[src/common/mhb_consts.svh]
`ifndef MHB_CONSTS_SVH
`define MHB_CONSTS_SVH

// Transmit buffer sizing, in bytes.
`define MHB_BUF_CAP 8'h96
`define MHB_START_LEN 8'h1A
// Timing: clock rate in kHz and the wake limit in ms (120 ms).
`define MHB_CLK_KHZ 32'hC350
`define MHB_WAKE_MAX_MS 32'h78
// Command execution time in clock cycles.
`define MHB_CMD_EXEC_CYC 8'h10
// Register byte offsets.
`define MHB_ADR_CTRL 4'h0
`define MHB_ADR_STAT 4'h4
`define MHB_ADR_EVT 4'h8
`define MHB_ADR_DROP 4'hC
// Control fields and reset value.
`define MHB_CTRL_RESP 0
`define MHB_CTRL_FLOW 1
`define MHB_CTRL_RST 2'h1
// Event fields.
`define MHB_EVT_OVF 0
`define MHB_EVT_CERR 1
`endif

[src/common/mhb_pkg.sv]
package mhb_pkg;
  // Power state, Gray coded along run, down, wake.
  typedef enum logic [1:0]
  {
    MHB_RUN = 2'h0,
    MHB_DOWN = 2'h1,
    MHB_WAKE = 2'h3
  } mhb_pwr_t;
endpackage : mhb_pkg

[src/core/mhb_top.sv]
// The Wishbone interface to the registers and the placing of the registers are this design's own decisions.
`timescale 1ns/100ps
`include "mhb_consts.svh"
module mhb_top #(
  parameter int WAKE_CYC = `MHB_WAKE_MAX_MS * `MHB_CLK_KHZ
)
(
  input wire logic clk_i,
  input wire logic rst_i,
  input wire logic wb_cyc_i,
  input wire logic wb_stb_i,
  input wire logic wb_we_i,
  input wire logic [3:0] wb_adr_i,
  input wire logic [3:0] wb_sel_i,
  input wire logic [31:0] wb_dat_i,
  output logic [31:0] wb_dat_o,
  output logic wb_ack_o,
  input wire logic host_valid_i,
  input wire logic [7:0] host_data_i,
  output logic input_permit_o,
  output logic [7:0] tx_data_o,
  output logic tx_valid_o,
  input wire logic tx_ready_i,
  input wire logic tx_done_i,
  input wire logic tx_ok_i,
  output logic resp_valid_o,
  output logic resp_ok_o,
  input wire logic cmd_valid_i,
  input wire logic [7:0] cmd_code_i,
  output logic command_ack_response_o,
  output logic [7:0] ack_code_o,
  input wire logic shut_n_i,
  output logic powerdown_o,
  output logic ready_o
);

  mhb_pkg::mhb_pwr_t pwr_r;
  mhb_pkg::mhb_pwr_t pwr_nxt;
  logic [22:0] wake_cnt_r;
  logic [7:0] mem_r [0:149];
  logic [7:0] wr_r;
  logic [7:0] rd_r;
  logic [7:0] count_r;
  logic sending_r;
  logic [1:0] ctrl_r;
  logic [1:0] evt_r;
  logic [15:0] drop_cnt_r;
  logic [7:0] tx_data_r;
  logic busy_r;
  logic [7:0] exec_cnt_r;
  logic [7:0] cmd_r;
  logic ack_r;
  logic [7:0] ack_code_r;
  logic resp_valid_r;
  logic resp_ok_r;
  logic wb_ack_r;
  logic [31:0] wb_dat_r;

  // Decode of the power state and the buffer conditions.
  wire running = (pwr_r == mhb_pkg::MHB_RUN);
  wire buf_full = (count_r == `MHB_BUF_CAP);
  wire buf_empty = (count_r == 8'h00);
  wire push = running && host_valid_i && !buf_full;
  wire drop = running && host_valid_i && buf_full;
  wire pop = tx_valid_o && tx_ready_i;
  wire [7:0] wr_inc = (wr_r == `MHB_BUF_CAP - 8'h01) ? 8'h00 : wr_r + 8'h01;
  wire [7:0] rd_inc = (rd_r == `MHB_BUF_CAP - 8'h01) ? 8'h00 : rd_r + 8'h01;
  wire [7:0] rd_next = pop ? rd_inc : rd_r;
  wire resp_en = ctrl_r[`MHB_CTRL_RESP];
  wire flow_en = ctrl_r[`MHB_CTRL_FLOW];

  // Wishbone decode; every access is acked, unmapped offsets read zero.
  wire wb_req = wb_cyc_i && wb_stb_i && !wb_ack_r;
  wire wb_wr = wb_req && wb_we_i && wb_sel_i[0];
  wire wr_ctrl = wb_wr && (wb_adr_i == `MHB_ADR_CTRL);
  wire wr_evt = wb_wr && (wb_adr_i == `MHB_ADR_EVT);
  wire [31:0] stat_word = {20'h00000, ready_o, busy_r, powerdown_o, sending_r, count_r};
  wire [31:0] rd_word = (wb_adr_i == `MHB_ADR_CTRL) ? {30'h0, ctrl_r} :
                        (wb_adr_i == `MHB_ADR_STAT) ? stat_word :
                        (wb_adr_i == `MHB_ADR_EVT) ? {30'h0, evt_r} :
                        (wb_adr_i == `MHB_ADR_DROP) ? {16'h0000, drop_cnt_r} : 32'h00000000;

  // Command decode: a new command is taken only in normal operation.
  wire cmd_take = running && cmd_valid_i && !busy_r;
  wire cmd_clash = running && cmd_valid_i && busy_r;
  wire exec_end = busy_r && (exec_cnt_r == `MHB_CMD_EXEC_CYC - 8'h01);

  // Next power state; a low shutdown pin always wins.
  always_comb
  begin
    pwr_nxt = pwr_r;
    case (pwr_r)
      mhb_pkg::MHB_RUN:
      begin
        if (!shut_n_i)
          pwr_nxt = mhb_pkg::MHB_DOWN;
      end
      mhb_pkg::MHB_DOWN:
      begin
        if (shut_n_i)
          pwr_nxt = mhb_pkg::MHB_WAKE;
      end
      mhb_pkg::MHB_WAKE:
      begin
        if (!shut_n_i)
          pwr_nxt = mhb_pkg::MHB_DOWN;
        else if (wake_cnt_r == 23'(WAKE_CYC - 1))
          pwr_nxt = mhb_pkg::MHB_RUN;
      end
      default:
      begin
        pwr_nxt = mhb_pkg::MHB_DOWN;
      end
    endcase
  end

  // The wake counter only runs while the state stays in wake, so it never passes its end value.
  wire wake_hold = (pwr_r == mhb_pkg::MHB_WAKE) && (pwr_nxt == mhb_pkg::MHB_WAKE);

  // Power state and wake counter; the wake time is WAKE_CYC cycles, by default the limit.
  always_ff @(posedge clk_i)
  begin
    if (rst_i)
    begin
      pwr_r <= mhb_pkg::MHB_RUN;
      wake_cnt_r <= 23'h000000;
    end
    else
    begin
      pwr_r <= pwr_nxt;
      wake_cnt_r <= wake_hold ? wake_cnt_r + 23'h000001 : 23'h000000;
    end
  end

  // Buffer storage holds no reset, since only the pointers say what is valid.
  always_ff @(posedge clk_i)
  begin
    if (push)
      mem_r[wr_r] <= host_data_i;
  end

  // Pointers and fill level; power-down flushes everything buffered.
  always_ff @(posedge clk_i)
  begin
    if (rst_i || !running)
    begin
      wr_r <= 8'h00;
      rd_r <= 8'h00;
      count_r <= 8'h00;
    end
    else
    begin
      if (push)
        wr_r <= wr_inc;
      rd_r <= rd_next;
      count_r <= count_r + {7'h00, push} - {7'h00, pop};
    end
  end

  // Transmission starts above the threshold and then drains the buffer empty.
  always_ff @(posedge clk_i)
  begin
    if (rst_i || !running)
      sending_r <= 1'b0;
    else if (count_r > `MHB_START_LEN)
      sending_r <= 1'b1;
    else if (buf_empty || (pop && count_r == 8'h01))
      sending_r <= 1'b0;
  end

  // Output byte is registered; it tracks the head of the buffer.
  always_ff @(posedge clk_i)
  begin
    if (rst_i)
      tx_data_r <= 8'h00;
    else if (push && (count_r == {7'h00, pop}))
      tx_data_r <= host_data_i;
    else
      tx_data_r <= mem_r[rd_next];
  end

  // Control register; defaults return while powered down so settings are lost.
  always_ff @(posedge clk_i)
  begin
    if (rst_i || pwr_r == mhb_pkg::MHB_DOWN)
      ctrl_r <= `MHB_CTRL_RST;
    else if (wr_ctrl)
      ctrl_r <= wb_dat_i[1:0];
  end

  // Sticky events; write one to clear, and a new event wins over the clear.
  always_ff @(posedge clk_i)
  begin
    if (rst_i)
      evt_r <= 2'h0;
    else
    begin
      evt_r[`MHB_EVT_OVF] <= drop || (evt_r[`MHB_EVT_OVF] && !(wr_evt && wb_dat_i[`MHB_EVT_OVF]));
      evt_r[`MHB_EVT_CERR] <= cmd_clash ||
                              (evt_r[`MHB_EVT_CERR] && !(wr_evt && wb_dat_i[`MHB_EVT_CERR]));
    end
  end

  // Dropped byte count saturates rather than wrapping to a misleading small value.
  always_ff @(posedge clk_i)
  begin
    if (rst_i)
      drop_cnt_r <= 16'h0000;
    else if (drop && drop_cnt_r != 16'hFFFF)
      drop_cnt_r <= drop_cnt_r + 16'h0001;
  end

  // Command sequencer; a clashing command leaves the running one untouched.
  always_ff @(posedge clk_i)
  begin
    if (rst_i || !running)
    begin
      busy_r <= 1'b0;
      exec_cnt_r <= 8'h00;
      cmd_r <= 8'h00;
    end
    else if (cmd_take)
    begin
      busy_r <= 1'b1;
      exec_cnt_r <= 8'h00;
      cmd_r <= cmd_code_i;
    end
    else if (exec_end)
      busy_r <= 1'b0;
    else if (busy_r)
      exec_cnt_r <= exec_cnt_r + 8'h01;
  end

  // Acknowledge pulse is sent only when responses are enabled.
  always_ff @(posedge clk_i)
  begin
    if (rst_i)
    begin
      ack_r <= 1'b0;
      ack_code_r <= 8'h00;
    end
    else
    begin
      ack_r <= exec_end && resp_en && running;
      if (exec_end)
        ack_code_r <= cmd_r;
    end
  end

  // Per-message radio result is passed to the host when responses are enabled in normal operation.
  always_ff @(posedge clk_i)
  begin
    if (rst_i)
    begin
      resp_valid_r <= 1'b0;
      resp_ok_r <= 1'b0;
    end
    else
    begin
      resp_valid_r <= tx_done_i && resp_en && running;
      if (tx_done_i)
        resp_ok_r <= tx_ok_i;
    end
  end

  // Bus answer one cycle after the request, released the cycle after.
  always_ff @(posedge clk_i)
  begin
    if (rst_i)
    begin
      wb_ack_r <= 1'b0;
      wb_dat_r <= 32'h00000000;
    end
    else
    begin
      wb_ack_r <= wb_req;
      wb_dat_r <= rd_word;
    end
  end

  // Output drive; the permit is held low only under flow control or outside normal operation.
  assign input_permit_o = running && (!flow_en || !buf_full);
  assign tx_valid_o = sending_r && !buf_empty;
  assign tx_data_o = tx_data_r;
  assign resp_valid_o = resp_valid_r;
  assign resp_ok_o = resp_ok_r;
  assign command_ack_response_o = ack_r;
  assign ack_code_o = ack_code_r;
  assign powerdown_o = (pwr_r == mhb_pkg::MHB_DOWN);
  assign ready_o = running;
  assign wb_ack_o = wb_ack_r;
  assign wb_dat_o = wb_dat_r;

  // Checks on the buffer, commands and power sequencing.
  a_buf_cap_held: assert property (@(posedge clk_i) disable iff (rst_i) count_r <= `MHB_BUF_CAP)
    else $error("Buffer level above capacity.");

  a_tx_start_len: assert property (@(posedge clk_i) disable iff (rst_i)
    $rose(sending_r) |-> $past(count_r) > `MHB_START_LEN)
    else $error("Transmission began at or below the start length.");

  a_tx_starts_soon: assert property (@(posedge clk_i) disable iff (rst_i)
    (running && count_r > `MHB_START_LEN && shut_n_i) |=> sending_r)
    else $error("Transmission did not start above the start length.");

  a_drop_when_full: assert property (@(posedge clk_i) disable iff (rst_i)
    drop |=> evt_r[`MHB_EVT_OVF] && (count_r == $past(count_r) - {7'h00, $past(pop)}) || !running)
    else $error("Full buffer accepted a byte or missed the overflow flag.");

  a_resp_gated: assert property (@(posedge clk_i) disable iff (rst_i)
    resp_valid_o |-> $past(tx_done_i) && $past(resp_en) && resp_ok_o == $past(tx_ok_i))
    else $error("Response without an enabled radio result.");

  a_cmd_clash_err: assert property (@(posedge clk_i) disable iff (rst_i)
    cmd_clash && shut_n_i |=> evt_r[`MHB_EVT_CERR] && $stable(cmd_r))
    else $error("Early command was not flagged or was taken.");

  a_pd_entry: assert property (@(posedge clk_i) disable iff (rst_i)
    !shut_n_i |=> powerdown_o && !ready_o)
    else $error("Low shutdown pin did not enter power-down.");

  a_cfg_cleared: assert property (@(posedge clk_i) disable iff (rst_i)
    $fell(powerdown_o) |-> ctrl_r == `MHB_CTRL_RST)
    else $error("Settings survived power-down.");

  a_wake_bound: assert property (@(posedge clk_i) disable iff (rst_i)
    wake_cnt_r <= 23'(WAKE_CYC - 1))
    else $error("Wake period ran past its limit.");

endmodule : mhb_top

[config.mk]
export PLATFORM = sky130hd
export DESIGN_NAME = mhb_top
export DESIGN_NICKNAME = d
export VERILOG_FILES = /design/src/common/mhb_pkg.sv /design/src/core/mhb_top.sv
export VERILOG_INCLUDE_DIRS = /design/src /design/src/common
export SDC_FILE = /design/constraint.sdc
export NUM_CORES = 2
export LEC_CHECK = 0
export BUFFER_PORTS_ARGS = -buffer_cell sky130_fd_sc_hd__buf_4
export CELL_PAD_IN_SITES_DETAIL_PLACEMENT = 1
export CELL_PAD_IN_SITES_GLOBAL_PLACEMENT = 1
export CORE_ASPECT_RATIO = 2
export CORE_MARGIN = 2
export CORE_UTILIZATION = 35
export CTS_CLUSTER_DIAMETER = 80
export DETAILED_ROUTE_END_ITERATION = 16
export PLACE_DENSITY = 0.55
export SLEW_MARGIN = 20
export SYNTH_ARGS = -nofsm -noshare
export SYNTH_HDL_FRONTEND = slang
export SYNTH_SLANG_ARGS = --single-unit
[constraint.sdc]
create_clock -name clk_i -period 3.9 [get_ports clk_i]
set_input_delay 0.195 -clock clk_i [delete_from_list [all_inputs] [get_ports clk_i]]
set_output_delay 0.195 -clock clk_i [all_outputs]
set_load 0.05 [all_outputs]
==> reports/results.txt <==
Layout Area Growth over Synthesis - 22.04%
starting density of the core - 0.3515
vias in the first global route - 34.93k
WP buf/inv - 6
Worst Setup SP - count_r[6]$_SDFF_PP0_
worst-margin pin slew - 1.206 ns
overall power - 29.85 mW
Slowest-stage cell, CP - a2111o_1
Final Max Slew Viols - 0
Hold Path Stages - 1
fin util - 0.4290
I/O pin cnt - 123
clk slew on worst S/H paths - 0.07 ns
final setup vio count - 0
Vias/cell - 5.420
Cell variety after synth - 89
FF-to-FF path depth - 17
R2R Path Start - count_r[6]$_SDFF_PP0_
crit end category - flop
Leak - 22.02 nW
placer's final routability congestion estimate - 0.9070
sequential area share after synthesis - 0.7245
min cycle time layout - 3.846 ns
TritonRoute pass-1 iters - 6
DP HPWL - 132700 um
Max-slew headroom - 0.1940
Final Hold Viols - 0
crit path DAT - 4.45 ns
Crit path required time - 4.51 ns
Commonest cells post-synth - edfxtp_1, nand2_1, nor2_1
Crit Path Class - flop to flop
clock root cell - clkbuf_16
GR Util All Layers - 0.2398
TritonCTS Buffers - 115
Fmax - 0.2600 GHz
Hold Crit Start - host_data_i[7]
Synth area leaders - edfxtp_1, mux4_2, dfxtp_1
height of the die - 555.0 um
First DRT Iteration DRCs - 2095
grt total ovfl - 0
Seq cells post-synth - 1323
Hold Crit Class - input pin to flop
top-count cell post-synth - edfxtp_1
routed wire length - 187200 um
Die W - 279.5 um
Via Count - 32.87k
share of cells above drive strength 1 - 0.2606
worst-path cell chain - inv_1, ha_2, and4b_4, a21o_1, buf_12, mux2i_4, buf_6, buf_12, buf_16, a2111oi_4, a211oi_4, o41ai_2, o41ai_2, buf_4, a2111o_1, o211ai_1, a211oi_1
warnings from Yosys - 0
routed len/inst - 30.86 um
Max Root-Sink Buffers - 3
max-cap violation count - 0
placed cell count - 5787
full die area - 0.1551 mm^2
cell taking the most area after synthesis - edfxtp_1
worst skew pair latency - 0.75 ns
Mapped Area - 0.05313 mm^2
clock sinks - 1323
largest net degree at the start of global routing - 90
input/output buffers - 73
Post-Layout Cell Count - 6065
Worst Hold Path EP - mem_r[78][7]$_DFFE_PP_
delay-heaviest family, CP - compound AO/OA/AOI/OAI gates
R2R Setup Slk - 0.05 ns
crit-path max cell delay - 0.48 ns
ys flop type - edfxtp_1
Yosys top cell area share - 0.6782
Syn Area/Cell - 15.56 um^2
core area - 0.1511 mm^2
Critical Path Fanout Max - 12
Routed Antenna Nets - 0
asr flop ratio synth - 0
number of flops mapped to enable cells by yosys - 1200
H-tree depth - 3
initial antenna violation count - 3
fin nets - 4120
clock skew - 0.03539 ns
DRC viols - 0
Tcrit/Tclk final - 0.9860
status - complete, no violations
CTS tree - done
Critical Path Start Type - flop
num rows - 202
global-route wire length before repair - 261400 um
pwr dens - 460.3 mW/mm^2
reg-to-reg endpoint - tx_data_o[0]$_SDFF_PP0_
peak supply drop - 0.3500 mV
Mapped Cells - 3414
-- state kept, by name, summed over array words and instances, names as in the netlist, 2 cells and up --
register    cells
ack_code_o      8
evt_r           2
count_r         8
exec_cnt_r      8
wr_r            8
pwr_r           2
tx_data_o       8
wake_cnt_r     23
ctrl_r          2
drop_cnt_r     16
wb_dat_o       16
mem_r        1200
cmd_r           8
rd_r            8
-- worst max-delay path by stage --
stage / to / slack, ns / cells after the start
after floorplan: count_r[6]$_SDFF_PP0_ / 0.21 / 18
after global placement: tx_data_o[5]$_SDFF_PP0_ / -0.58 / 15
after detailed placement: tx_data_o[5]$_SDFF_PP0_ / -0.58 / 15
after CTS: tx_data_o[5]$_SDFF_PP0_ / 0.004 / 16
after global routing: tx_data_o[0]$_SDFF_PP0_ / -0.02 / 17
final: tx_data_o[0]$_SDFF_PP0_ / 0.05 / 17
-- kinds of logic after synthesis --
| family | Yosys count | synth area share |
|---|---|---|
| compound gates | 342 | 0.04397 |
| xor+xnor | 55 | 0.009066 |
| fa+ha+maj | 24 | 0.005793 |
| buf+inv | 234 | 0.02543 |
| flops | 1323 | 0.7245 |
| mux | 300 | 0.09817 |
| other cells | 1 | 0.00007058 |
| simple gates | 1135 | 0.09295 |
-- placed cells by master (no fill, tap or decap), types with 12 or more instances in the layout --
| cell | synthesis | routed |
|---|---|---|
| a211oi_1 | 20 | 18 |
| a21oi_1 | 89 | 85 |
| a22oi_1 | 20 | 20 |
| a31oi_1 | 29 | 26 |
| and3_1 | 28 | 28 |
| buf_12 | 4 | 60 |
| buf_4 | 43 | 575 |
| bufinv_16 | 0 | 12 |
| clkbuf_1 | 67 | 26 |
| clkbuf_16 | 0 | 120 |
| clkinv_1 | 1 | 19 |
| clkinv_2 | 0 | 16 |
| conb_1 | 1 | 16 |
| dfxtp_1 | 123 | 120 |
| dlygate4sd3_1 | 0 | 40 |
| edfxtp_1 | 1200 | 1200 |
| ha_1 | 23 | 20 |
| inv_1 | 24 | 22 |
| mux2i_1 | 121 | 117 |
| mux4_2 | 174 | 174 |
| nand2_1 | 463 | 461 |
| nand3_1 | 161 | 156 |
| nand4_1 | 60 | 60 |
| nor2_1 | 335 | 331 |
| nor3_1 | 27 | 19 |
| o211ai_1 | 20 | 20 |
| o21ai_0 | 39 | 33 |
| o22ai_1 | 18 | 16 |
| or3_1 | 14 | 13 |
| xnor2_1 | 20 | 19 |
| xor2_1 | 35 | 33 |
-- worst register-to-register path, cell delays in order, from the launching register on --
cell and delay (ns):
dfxtp_2 0.33, inv_1 0.05, ha_2 0.18, and4b_4 0.20, a21o_1 0.18, buf_12 0.15
mux2i_4 0.22, buf_6 0.14, buf_12 0.14, buf_16 0.16, a2111oi_4 0.46, a211oi_4 0.10
o41ai_2 0.39, o41ai_2 0.14, buf_4 0.17, a2111o_1 0.48, o211ai_1 0.13, a211oi_1 0.09
-- stage by stage --
step	setup slack, ns	cell area, um^2	setup TNS, ns	hold WS, ns
5_1_grt	-0.01982	64840	-0.01983	0.03094
6_report	0.05441	64840	0	0.007458
2_1_floorplan	0.2101	53190	0	0.2868
4_1_cts	0.003911	64360	0	0.02095
3_3_place_gp	-0.5802	59920	-2.156	0.3844
3_5_place_dp	-0.5823	59920	-2.316	0.3896
-- power by group --
group          leakage, nW  total, mW  switching, mW  internal (mW)
Clock                 1.85       11.8           5.29           6.48
Sequential            11.8       15.5         0.0547           15.5
Combinational         8.40       2.53           1.52           1.02
-- layout make-up --
type,instances,area [um^2]
Antenna cell,2,5.005
Clock buffer,152,3154
Clock inverter,61,646.9
Fill cell,15040,86300
Inverter,25,93.84
Multi-Input combinational cell,1873,13850
Sequential cell,1323,38500
Tap cell,1938,2425
Timing Repair Buffer,691,6170
-- per-layer routing --
| metal | GRT usage | share of wire | vias to the layer above |
|---|---|---|---|
| met3 | 0.02422 | 0.034 | 394 |
| met1 | 0.2428 | 0.33 | 17300 |
| met2 | 0.4540 | 0.55 | 895 |
| met5 | 0 | 0.000069 | - |
| met4 | 0.1707 | 0.086 | 2 |
| li1 | - | - | 14290 |
-- timing repair --
item,CTS,global route
gates cloned,0,3
setup endpoints to repair,8,8
pin swaps,7,16
hold endpoints to repair,66,0
hold buffers,40,0
gates resized for setup,41,56
setup buffers,3,17
No activity file was read; power rests on OpenSTA's default activity.
